==> src/rtl/pport_pkg.sv <==
// Contract
// port latch updated at latch_write_phase
// drivers sample latch in phase one only
// strong_pullup pulse two periods on rise
// ports 1-3 weak high, port 0 low-only
// expanded bus drives address and data
// expanded bus keeps port 2, fills port 0
// latched one makes pin an input
// normal read returns pin levels
// read-modify-write reads the latch
// host writes input, reads output or status
// both host buffers share port 0 address
// status register at its own address
// host_port_enable set switches ports to host
// port 0 is host data bus
// command_select on port 2 bit 0
// active-low chip select on bit 1
// active-low read strobe on bit 2
// active-low write strobe on bit 3
// out_buffer_full driven on bit 4
// in_buffer_empty_n driven on bit 5
// dma_request bit 6, dma_grant_n bit 7
// reset loads every latch with ones
// input full sets on host write, clears on read; in_buffer_empty_n here clears on the read that empties the input fifo or when host mode ends
// output full sets on cpu write, clears on host read
// command_select captured on valid host write
// enable cleared restores plain port behaviour
package pport_pkg;
    // machine cycle of twelve phases; even counts are clock phase one
    localparam logic [3:0] PHASE_LAST = 4'h0B;
    localparam logic [3:0] LATCH_WRITE_PHASE = 4'h0B;
    // strong pull-up time in oscillator periods, one clock per period
    localparam int unsigned PULLUP_OSC_PERIODS = 2;
    localparam int unsigned CLKS_PER_OSC = 1;
    localparam logic [1:0] PULLUP_CYCLES = 2'(PULLUP_OSC_PERIODS * CLKS_PER_OSC);
    // special-register addresses, index k is port k
    localparam logic [3:0][7:0] PORT_ADDR = {8'hB0, 8'hA0, 8'h90, 8'h80};
    localparam logic [7:0] ADDR_HOST_CTRL = 8'hD8;
    localparam logic [7:0] ADDR_HOST_STAT = 8'hDA;
    // control fields
    localparam int unsigned CTRL_ENABLE_BIT = 0;
    localparam int unsigned CTRL_DMA_BIT = 1;
    localparam logic [7:0] CTRL_RESET = 8'h00;
    // status fields
    localparam int unsigned STAT_OBF = 0;
    localparam int unsigned STAT_IBF = 1;
    localparam int unsigned STAT_F0 = 2;
    localparam int unsigned STAT_IA0 = 3;
    localparam logic [7:0] STAT_WR_MASK = 8'hF4;
    // host pins on port 2
    localparam int unsigned HP_A0 = 0;
    localparam int unsigned HP_CS_N = 1;
    localparam int unsigned HP_RD_N = 2;
    localparam int unsigned HP_WR_N = 3;
    localparam int unsigned HP_OBF = 4;
    localparam int unsigned HP_IBE_N = 5;
    localparam int unsigned HP_DRQ = 6;
    localparam int unsigned HP_DMA_GRANT_N_N = 7;
    localparam logic [7:0] HP_OUT_MASK = 8'h70;
    localparam logic [7:0] LATCH_RESET = 8'hFF;
    localparam int unsigned IN_FIFO_DEPTH = 32;

    // cpu access to special registers
    typedef struct packed {
        logic wr;
        logic rd;
        logic rmw;
        logic [7:0] addr;
        logic [7:0] wdata;
    } sfr_req_t;

    // expanded memory bus request from the core
    typedef struct packed {
        logic act;
        logic addr_phase;
        logic data_out;
        logic [15:0] addr;
        logic [7:0] wdata;
    } xbus_t;
endpackage

==> src/rtl/parallel_port_host_slave_mode.sv <==
`timescale 1ns/1ps

// plain fifo, first word shown on the output while valid
module pport_fifo #(
    parameter int unsigned WIDTH = 8,
    parameter int unsigned DEPTH = 32
) (
    // clock and reset
    input wire logic i_clk,
    input wire logic i_rst,
    input wire logic i_flush,
    // fill side
    input wire logic i_valid,
    input wire logic [WIDTH-1:0] i_data,
    output logic o_ready,
    // drain side
    output logic o_valid,
    output logic [WIDTH-1:0] o_data,
    input wire logic i_ready
);
    localparam int unsigned AW = $clog2(DEPTH);
    logic [WIDTH-1:0] mem [DEPTH];
    logic [AW:0] wp; // extra bit tells full from empty
    logic [AW:0] rp;
    wire push = i_valid & o_ready;
    wire pop = o_valid & i_ready;

    assign o_ready = (wp[AW] == rp[AW]) || (wp[AW-1:0] != rp[AW-1:0]);
    assign o_valid = wp != rp;
    assign o_data = mem[rp[AW-1:0]];

    // storage needs no reset
    always_ff @(posedge i_clk) begin
        if (push) begin
            mem[wp[AW-1:0]] <= i_data;
        end
    end

    // pointers
    always_ff @(posedge i_clk) begin
        if (i_rst || i_flush) begin
            wp <= '0;
            rp <= '0;
        end else begin
            wp <= wp + (AW+1)'(push);
            rp <= rp + (AW+1)'(pop);
        end
    end
endmodule

module parallel_port_host_slave_mode #(
    parameter int unsigned FIFO_DEPTH = pport_pkg::IN_FIFO_DEPTH
) (
    // clock and reset
    input wire logic i_clk,
    input wire logic i_rst,
    // core special-register access
    input pport_pkg::sfr_req_t i_sfr,
    output logic [7:0] o_sfr_rdata,
    output logic o_sfr_rvalid,
    // core expanded memory bus
    input pport_pkg::xbus_t i_xbus,
    // port pins, index is port number
    input wire logic [3:0][7:0] i_pin,
    output logic [3:0][7:0] o_pin_out,
    output logic [3:0][7:0] o_pin_oe,
    output logic [3:0][7:0] o_strong_pullup
);
    import pport_pkg::*;

    logic [3:0] phase; // machine-cycle phase counter
    logic pend_valid; // write waiting for its latch slot
    logic [7:0] pend_addr;
    logic [7:0] pend_data;
    logic [3:0][7:0] latch; // port latches
    logic [3:0][7:0] drv; // what drivers last sampled
    logic [3:0][7:0] pu_mask; // bits in strong pull-up
    logic [1:0] pu_cnt;
    logic [7:0] ctrl; // host_port_control
    logic [7:0] out_buf; // host_output_buffer
    logic out_buffer_full;
    logic f0;
    logic ia0;
    logic [3:0] user_stat;
    logic [7:0] prev_hp; // port 2 pins one clock ago
    logic [7:0] prev_p0;
    logic fifo_in_ready;
    logic fifo_out_valid;
    logic [7:0] fifo_out_data;

    // timing slots
    wire latch_slot = phase == LATCH_WRITE_PHASE;
    wire drive_slot = ~phase[0];
    wire apply = latch_slot & pend_valid;
    wire slave = ctrl[CTRL_ENABLE_BIT];

    // host pin decode
    wire [7:0] hp = i_pin[2];
    wire host_sel = ~prev_hp[HP_CS_N] | ~prev_hp[HP_DMA_GRANT_N_N];
    wire host_rd_now = slave & ~hp[HP_RD_N] & (~hp[HP_CS_N] | ~hp[HP_DMA_GRANT_N_N]);
    wire host_rd_stat = ~hp[HP_CS_N] & hp[HP_A0] & hp[HP_DMA_GRANT_N_N];
    wire host_wr_end = slave & ~prev_hp[HP_WR_N] & hp[HP_WR_N] & ~prev_hp[HP_CS_N];
    wire host_wr_ok = host_wr_end & fifo_in_ready;
    wire host_rd_end = slave & ~prev_hp[HP_RD_N] & hp[HP_RD_N] & host_sel
        & ~(prev_hp[HP_A0] & prev_hp[HP_DMA_GRANT_N_N]);
    wire obf_set = apply & slave & (pend_addr == PORT_ADDR[0]);
    wire cpu_pop = i_sfr.rd & slave & (i_sfr.addr == PORT_ADDR[0]);
    wire in_buffer_empty_n = fifo_out_valid;
    wire [7:0] status = {user_stat, ia0, f0, in_buffer_empty_n, out_buffer_full};

    // phase counter runs free
    always_ff @(posedge i_clk) begin
        if (i_rst || phase == PHASE_LAST) begin
            phase <= '0;
        end else begin
            phase <= phase + 4'h1;
        end
    end

    // cpu writes wait for the latch slot of the cycle
    always_ff @(posedge i_clk) begin
        if (i_rst) begin
            pend_valid <= 1'b0;
            pend_addr <= 8'h00;
            pend_data <= 8'h00;
        end else if (i_sfr.wr) begin
            pend_valid <= 1'b1;
            pend_addr <= i_sfr.addr;
            pend_data <= i_sfr.wdata;
        end else if (latch_slot) begin
            pend_valid <= 1'b0;
        end
    end

    // latches and phase-one sampling per port
    for (genvar k = 0; k < 4; k++) begin : g_port
        wire wr_hit = apply & (pend_addr == PORT_ADDR[k]) & ~(slave && k == 0);
        wire xb_fill = (k == 0) && i_xbus.act && !slave;
        wire [7:0] rise = latch[k] & ~drv[k];

        // latch update
        always_ff @(posedge i_clk) begin
            if (i_rst) begin
                latch[k] <= LATCH_RESET;
            end else if (xb_fill) begin
                latch[k] <= LATCH_RESET;
            end else if (wr_hit) begin
                latch[k] <= pend_data;
            end
        end

        // drivers follow the latch only in phase one
        always_ff @(posedge i_clk) begin
            if (i_rst) begin
                drv[k] <= LATCH_RESET;
                pu_mask[k] <= 8'h00;
            end else if (drive_slot) begin
                drv[k] <= latch[k];
                pu_mask[k] <= (k == 0) ? 8'h00 : rise;
            end
        end
    end

    // shared pull-up timer, reloaded whenever a new rise appears
    always_ff @(posedge i_clk) begin
        if (i_rst) begin
            pu_cnt <= 2'h0;
        end else if (drive_slot) begin
            pu_cnt <= (|pu_mask_next()) ? PULLUP_CYCLES : 2'h0;
        end else if (pu_cnt != 2'h0) begin
            pu_cnt <= pu_cnt - 2'h1;
        end
    end

    function automatic logic [31:0] pu_mask_next();
        pu_mask_next = '0;
        for (int k = 1; k < 4; k++) begin
            pu_mask_next[k*8 +: 8] = latch[k] & ~drv[k];
        end
    endfunction

    // host_port_control, written from the latch slot
    always_ff @(posedge i_clk) begin
        if (i_rst) begin
            ctrl <= CTRL_RESET;
        end else if (apply && pend_addr == ADDR_HOST_CTRL) begin
            ctrl <= pend_data;
        end
    end

    // cpu-written status bits, cleared outside host mode
    always_ff @(posedge i_clk) begin
        if (i_rst || !slave) begin
            f0 <= 1'b0;
            user_stat <= 4'h0;
        end else if (apply && pend_addr == ADDR_HOST_STAT) begin
            f0 <= pend_data[STAT_F0];
            user_stat <= pend_data[7:4];
        end
    end

    // output buffer and its full flag; a cpu write beats a host read
    always_ff @(posedge i_clk) begin
        if (i_rst || !slave) begin
            out_buffer_full <= 1'b0;
            out_buf <= 8'h00;
        end else if (obf_set) begin
            out_buffer_full <= 1'b1;
            out_buf <= pend_data;
        end else if (host_rd_end) begin
            out_buffer_full <= 1'b0;
        end
    end

    // command_select of the last accepted host write
    always_ff @(posedge i_clk) begin
        if (i_rst || !slave) begin
            ia0 <= 1'b0;
        end else if (host_wr_ok) begin
            ia0 <= prev_hp[HP_A0];
        end
    end

    // pin history for strobe edges; data is taken while the strobe was low
    always_ff @(posedge i_clk) begin
        if (i_rst) begin
            prev_hp <= 8'hFF;
            prev_p0 <= 8'h00;
        end else begin
            prev_hp <= hp;
            prev_p0 <= i_pin[0];
        end
    end

    // input buffer; a full fifo locks out further host writes
    pport_fifo #(
        .WIDTH(8),
        .DEPTH(FIFO_DEPTH)
    ) u_in_fifo (
        .i_clk(i_clk),
        .i_rst(i_rst),
        .i_flush(~slave),
        .i_valid(host_wr_end),
        .i_data(prev_p0),
        .o_ready(fifo_in_ready),
        .o_valid(fifo_out_valid),
        .o_data(fifo_out_data),
        .i_ready(cpu_pop)
    );

    // read data selection
    wire [1:0] port_idx = i_sfr.addr[5:4];
    wire port_hit = (i_sfr.addr[7:6] == 2'b10) && (i_sfr.addr[3:0] == 4'h0);
    wire [7:0] port_val = i_sfr.rmw ? latch[port_idx] : i_pin[port_idx];
    wire [7:0] rd_sel = cpu_pop ? fifo_out_data :
        port_hit ? port_val :
        (i_sfr.addr == ADDR_HOST_CTRL) ? ctrl :
        (i_sfr.addr == ADDR_HOST_STAT) ? status : 8'h00;

    // read data registered, one clock after the request
    always_ff @(posedge i_clk) begin
        if (i_rst) begin
            o_sfr_rdata <= 8'h00;
            o_sfr_rvalid <= 1'b0;
        end else begin
            o_sfr_rdata <= i_sfr.rd ? rd_sel : o_sfr_rdata;
            o_sfr_rvalid <= i_sfr.rd;
        end
    end

    // pin drive; host mode first, then expanded bus, then plain latch
    wire [7:0] hp_out = {1'b0, ctrl[CTRL_DMA_BIT] & out_buffer_full, in_buffer_empty_n, out_buffer_full, 4'h0};
    wire [7:0] p0_host = host_rd_stat ? status : out_buf;
    wire [7:0] p0_xbus = i_xbus.addr_phase ? i_xbus.addr[7:0] : i_xbus.wdata;
    wire p0_xbus_oe = i_xbus.addr_phase | i_xbus.data_out;

    // pull-up timer running for any port
    wire [7:0] pu_on = {8{pu_cnt != 2'h0}};
    // per-port boost; port 2 has none while the pins serve a bus
    wire [7:0] sp1 = pu_mask[1] & pu_on;
    wire [7:0] sp2 = (slave | i_xbus.act) ? 8'h00 : pu_mask[2] & pu_on;
    wire [7:0] sp3 = pu_mask[3] & pu_on;
    // port 0: host data, bus address or data, else low-only latch drive
    wire [7:0] p0_out = slave ? p0_host : i_xbus.act ? p0_xbus : drv[0];
    wire [7:0] p0_oe = slave ? {8{host_rd_now}} : i_xbus.act ? {8{p0_xbus_oe}} : ~drv[0];
    // port 2: host flags, upper address, else latch
    wire [7:0] p2_out = slave ? hp_out : i_xbus.act ? i_xbus.addr[15:8] : drv[2];
    wire [7:0] p2_oe = slave ? HP_OUT_MASK : i_xbus.act ? 8'hFF : ~drv[2] | sp2;

    // whole-vector drives, one driver per output
    assign o_pin_out = {drv[3], p2_out, drv[1], p0_out};
    assign o_pin_oe = {~drv[3] | sp3, p2_oe, ~drv[1] | sp1, p0_oe};
    assign o_strong_pullup = {sp3, sp2, sp1, 8'h00};
endmodule

==> config.mk <==
export PLATFORM = sky130hd
export DESIGN_NAME = parallel_port_host_slave_mode
export DESIGN_NICKNAME = d
export VERILOG_FILES = /design/src/rtl/pport_pkg.sv /design/src/rtl/parallel_port_host_slave_mode.sv
export SDC_FILE = /design/constraint.sdc
export NUM_CORES = 1
export LEC_CHECK = 0
export ABC_AREA = 1
export BUFFER_PORTS_ARGS = -buffer_cell sky130_fd_sc_hd__buf_2
export CAP_MARGIN = 5
export CORE_ASPECT_RATIO = 1.1
export CORE_MARGIN = 1.5
export CORE_UTILIZATION = 50
export DETAILED_ROUTE_END_ITERATION = 6
export PLACE_DENSITY = 0.69
export SKIP_LAST_GASP = 1
export SLEW_MARGIN = 20
export SYNTH_ARGS = -nofsm -noshare
export SYNTH_HDL_FRONTEND = slang
export SYNTH_SLANG_ARGS = --single-unit
==> constraint.sdc <==
create_clock -name i_clk -period 3.6 [get_ports i_clk]
set_input_delay 0 -clock i_clk [delete_from_list [all_inputs] [get_ports i_clk]]
set_output_delay 0 -clock i_clk [all_outputs]
set_load 0.02 [all_outputs]
==> flow_metrics.tcl <==
set metrics [dict create \
    yosys.area.top_type_share 0.409 \
    critPathLaunchType "flop" \
    pin_count 185 \
    pwr-share-comb 0.046 \
    synth_top_cell_by_area "edfxtp_1" \
    tightest_slew_ns 0.939 \
    synth_top_family_by_area "simple AND/OR/NAND/NOR gates" \
    yosysWarnings 0 \
    status "finished with violations" \
    violations "DRC" \
    start_util 0.507 \
    dr.pass1.iters 7 \
    vias_per_cell 5.40 \
    skew_ns 0.0223 \
    cts_tree "done" \
    synth-seq-cells 424 \
    critPathCaptureType "flop" \
    cts_resized 0 \
    fin_crit_ns 2.55 \
    path_cells "buf_4, xor2_1, nor2_1, nand2_1, nor2_1, nand2_1, nand2_2, nor2_4, nand2_2, nor2_1" \
    clk_latency_ns 0.56 \
    core-area_um2 37000 \
    relSlewSlack 0.371 \
    critPathMaxFanout 22 \
    final_cells 2798 \
    ctsLongestPathBuffers 3 \
    antenna_found_initial 1 \
    clock-sinks 424 \
    fmax_mhz 392 \
    crit_family "simple AND/OR/NAND/NOR gates" \
    switching_share 0.220 \
    p_int_uw 8050 \
    die_w_um 188 \
    grt_usage 0.266 \
    area_growth_pct 15.4 \
    worst-path-buf-inv 1 \
    gp_congestion 0.903 \
    p_total_uw 10300 \
    ff2ff_path_depth 10 \
    holdPathStages 7 \
    dpl.hpwl_um 35100 \
    critPathRequiredTime_ns 3.77 \
    cts_root_buffer "clkbuf_16" \
    max_stage_delay_ns 0.67 \
    regArea_um2 11100 \
    crit_top_cell "nor2_1" \
    cp.arrival_ns 2.73 \
    grt_overflow 0 \
    vias 15100 \
    vdd_ir_drop_max_uv 327 \
    postLayoutCellArea_um2 21700 \
    port_buffers 176 \
    final_layout_size_suffix_gt1_frac 0.132 \
    ant_nets 0 \
    setup_viol 0 \
    hold_class "in2reg" \
    grt_max_degree 78 \
    synth_cells 2107 \
    power_density_nw_per_um2 476 \
    cts.clk_slew.worst_paths_ns 0.06 \
    cap_violations 0 \
    netlist_area_um2 18800 \
    fin_tns_setup_ns 0 \
    period_share 0.709 \
    seq_area_frac_synth 0.588 \
    drc_errors 1 \
    cts_made_buffers 42 \
    worstSetupPathType "reg2reg" \
    rsz0062_at_grt "no" \
    grt_pass1_wl_um 79600 \
    seqPwrFrac 0.504 \
    hold_violations 0 \
    synth_compound_area_frac 0.0951 \
    avgSynthCellArea_um2 8.91 \
    die_y_um 206 \
    multi_input_area_um2 6100 \
    dp.cells 2679 \
    dpl-instance-area_um2 19800 \
    synth_flop_cell "edfxtp_1" \
    synth_edf_count 256 \
    routed_wl_um 52000 \
    final_common_cell "nand2_1" \
    drt-initial-drc-count 1316 \
    synthAdderAreaFrac 0.00400 \
    wl_per_cell_um 18.6 \
    yosys.area_share.simple 0.220 \
    rows 74 \
    layout.cells.most_common_list "nand2_1, edfxtp_1, inv_1" \
    timing_max_transition_violations_final 0 \
    path_depth 10 \
    worst_path_max_delay_cell "nor2_1" \
    p_switching_uw 2270 \
    leakagePower_uw 0.00933 \
    fill_cells 3240 \
    die_area_um2 38700 \
    clkPwrFrac 0.450 \
    htree_num_levels 2 \
    ys_types 42 \
    yosys.area_share.xor_xnor 0.00420 \
    grt_pass1_vias 14400 \
    timing.hold.ws_ns 0.0398 \
    nets 2355 \
    async_reset_ff_frac 0 \
    synth.area.top_cells "edfxtp_1, dfxtp_1, nand2_1, nand3_1, inv_1" \
    synthMuxAreaShare 0 \
]
-- layout make-up --
type                       count  area share
sequential                   424       0.510
inverter                     260      0.0451
multi-input combinational   1302       0.281
clock inverter                26      0.0141
timing repair buffer         239      0.0671
antenna                        1    0.000115
tap                          494      0.0285
clock buffer                  52      0.0535
-- synth_stat cells (8+ instances only) --
| library cell | count |
|---|---|
| buf_4 | 27 |
| nand4_1 | 13 |
| nor2_1 | 195 |
| a22oi_1 | 14 |
| buf_2 | 47 |
| clkbuf_1 | 46 |
| o211ai_1 | 43 |
| o21ai_0 | 101 |
| nor3_1 | 18 |
| dfxtp_1 | 168 |
| o22ai_1 | 22 |
| inv_1 | 249 |
| nand3_1 | 206 |
| a21oi_1 | 91 |
| a21oi_2 | 8 |
| edfxtp_1 | 256 |
| nand2_1 | 521 |
-- state kept, by name, summed over array words and instances, names as in the netlist, 16 cells and up --
| signal | cells |
|---|---|
| latch | 32 |
| u_in_fifo.mem | 256 |
| o_pin_out | 16 |
| pu_mask | 24 |
| drv | 16 |
-- kinds of logic (layout without fill, tap and decap cells) --
kind of cell / after synthesis / count (layout)
AO/OA/AOI/OAI: 303 / 303
XOR/XNOR: 9 / 9
other: 1 / 9
buffers and inverters: 388 / 577
flip-flops: 424 / 424
adder cells (fa/ha/maj): 6 / 6
AND/OR/NAND/NOR: 976 / 976
-- layer usage --
layer	routed length, um	vias to the layer above	global-route usage
met3	3490	127	0.0406
met1	20500	7088	0.322
met4	2310	0	0.118
met2	25700	631	0.470
met5	0	-	0
li1	-	7263	-
-- worst min-delay path, cell delays in order --
cell and delay (ns):
buf_2 0.12, nand2_1 0.06, nand4_1 0.09, nand3_1 0.11, nand2_1 0.05, inv_1 0.06
a21oi_2 0.05
-- what timing repair did --
action,4_1_cts,5_1_grt
buffers inserted,0,0
endpoints found under the hold margin,41,0
hold buffers,40,0
-- through the flow --
| step | setup slack, ns | util |
|---|---|---|
| 4_1_cts | 1.07 | 0.585 |
| 3_3_place_gp | 1.16 | 0.535 |
| 6_report | 1.05 | 0.585 |
| 5_1_grt | 0.911 | 0.585 |
| 2_1_floorplan | 1.67 | - |
| 3_5_place_dp | 1.09 | 0.535 |
-- worst paths after layout --
path	slack, ns	end	startpoint
hold / removal	0.04	o_sfr_rdata[6]	i_pin[14]
hold reg to reg	0.47	pu_mask[17]	pu_mask[17]
setup / recovery	1.05	u_in_fifo.mem[15][6]	u_in_fifo.rp[2]
setup reg to reg	1.05	u_in_fifo.mem[15][6]	u_in_fifo.rp[2]
-- power groups by stage --
stage                     sequential (uW)  clock [uW]  combinational, uW
after global placement               5310           0                429
after CTS                            5200        4670                468
after floorplan                      5310           0                243
after detailed placement             5310           0                431
after global routing                 5200        4860                512
final                                5200        4640                473
No activity file was read; power rests on OpenSTA's default activity.
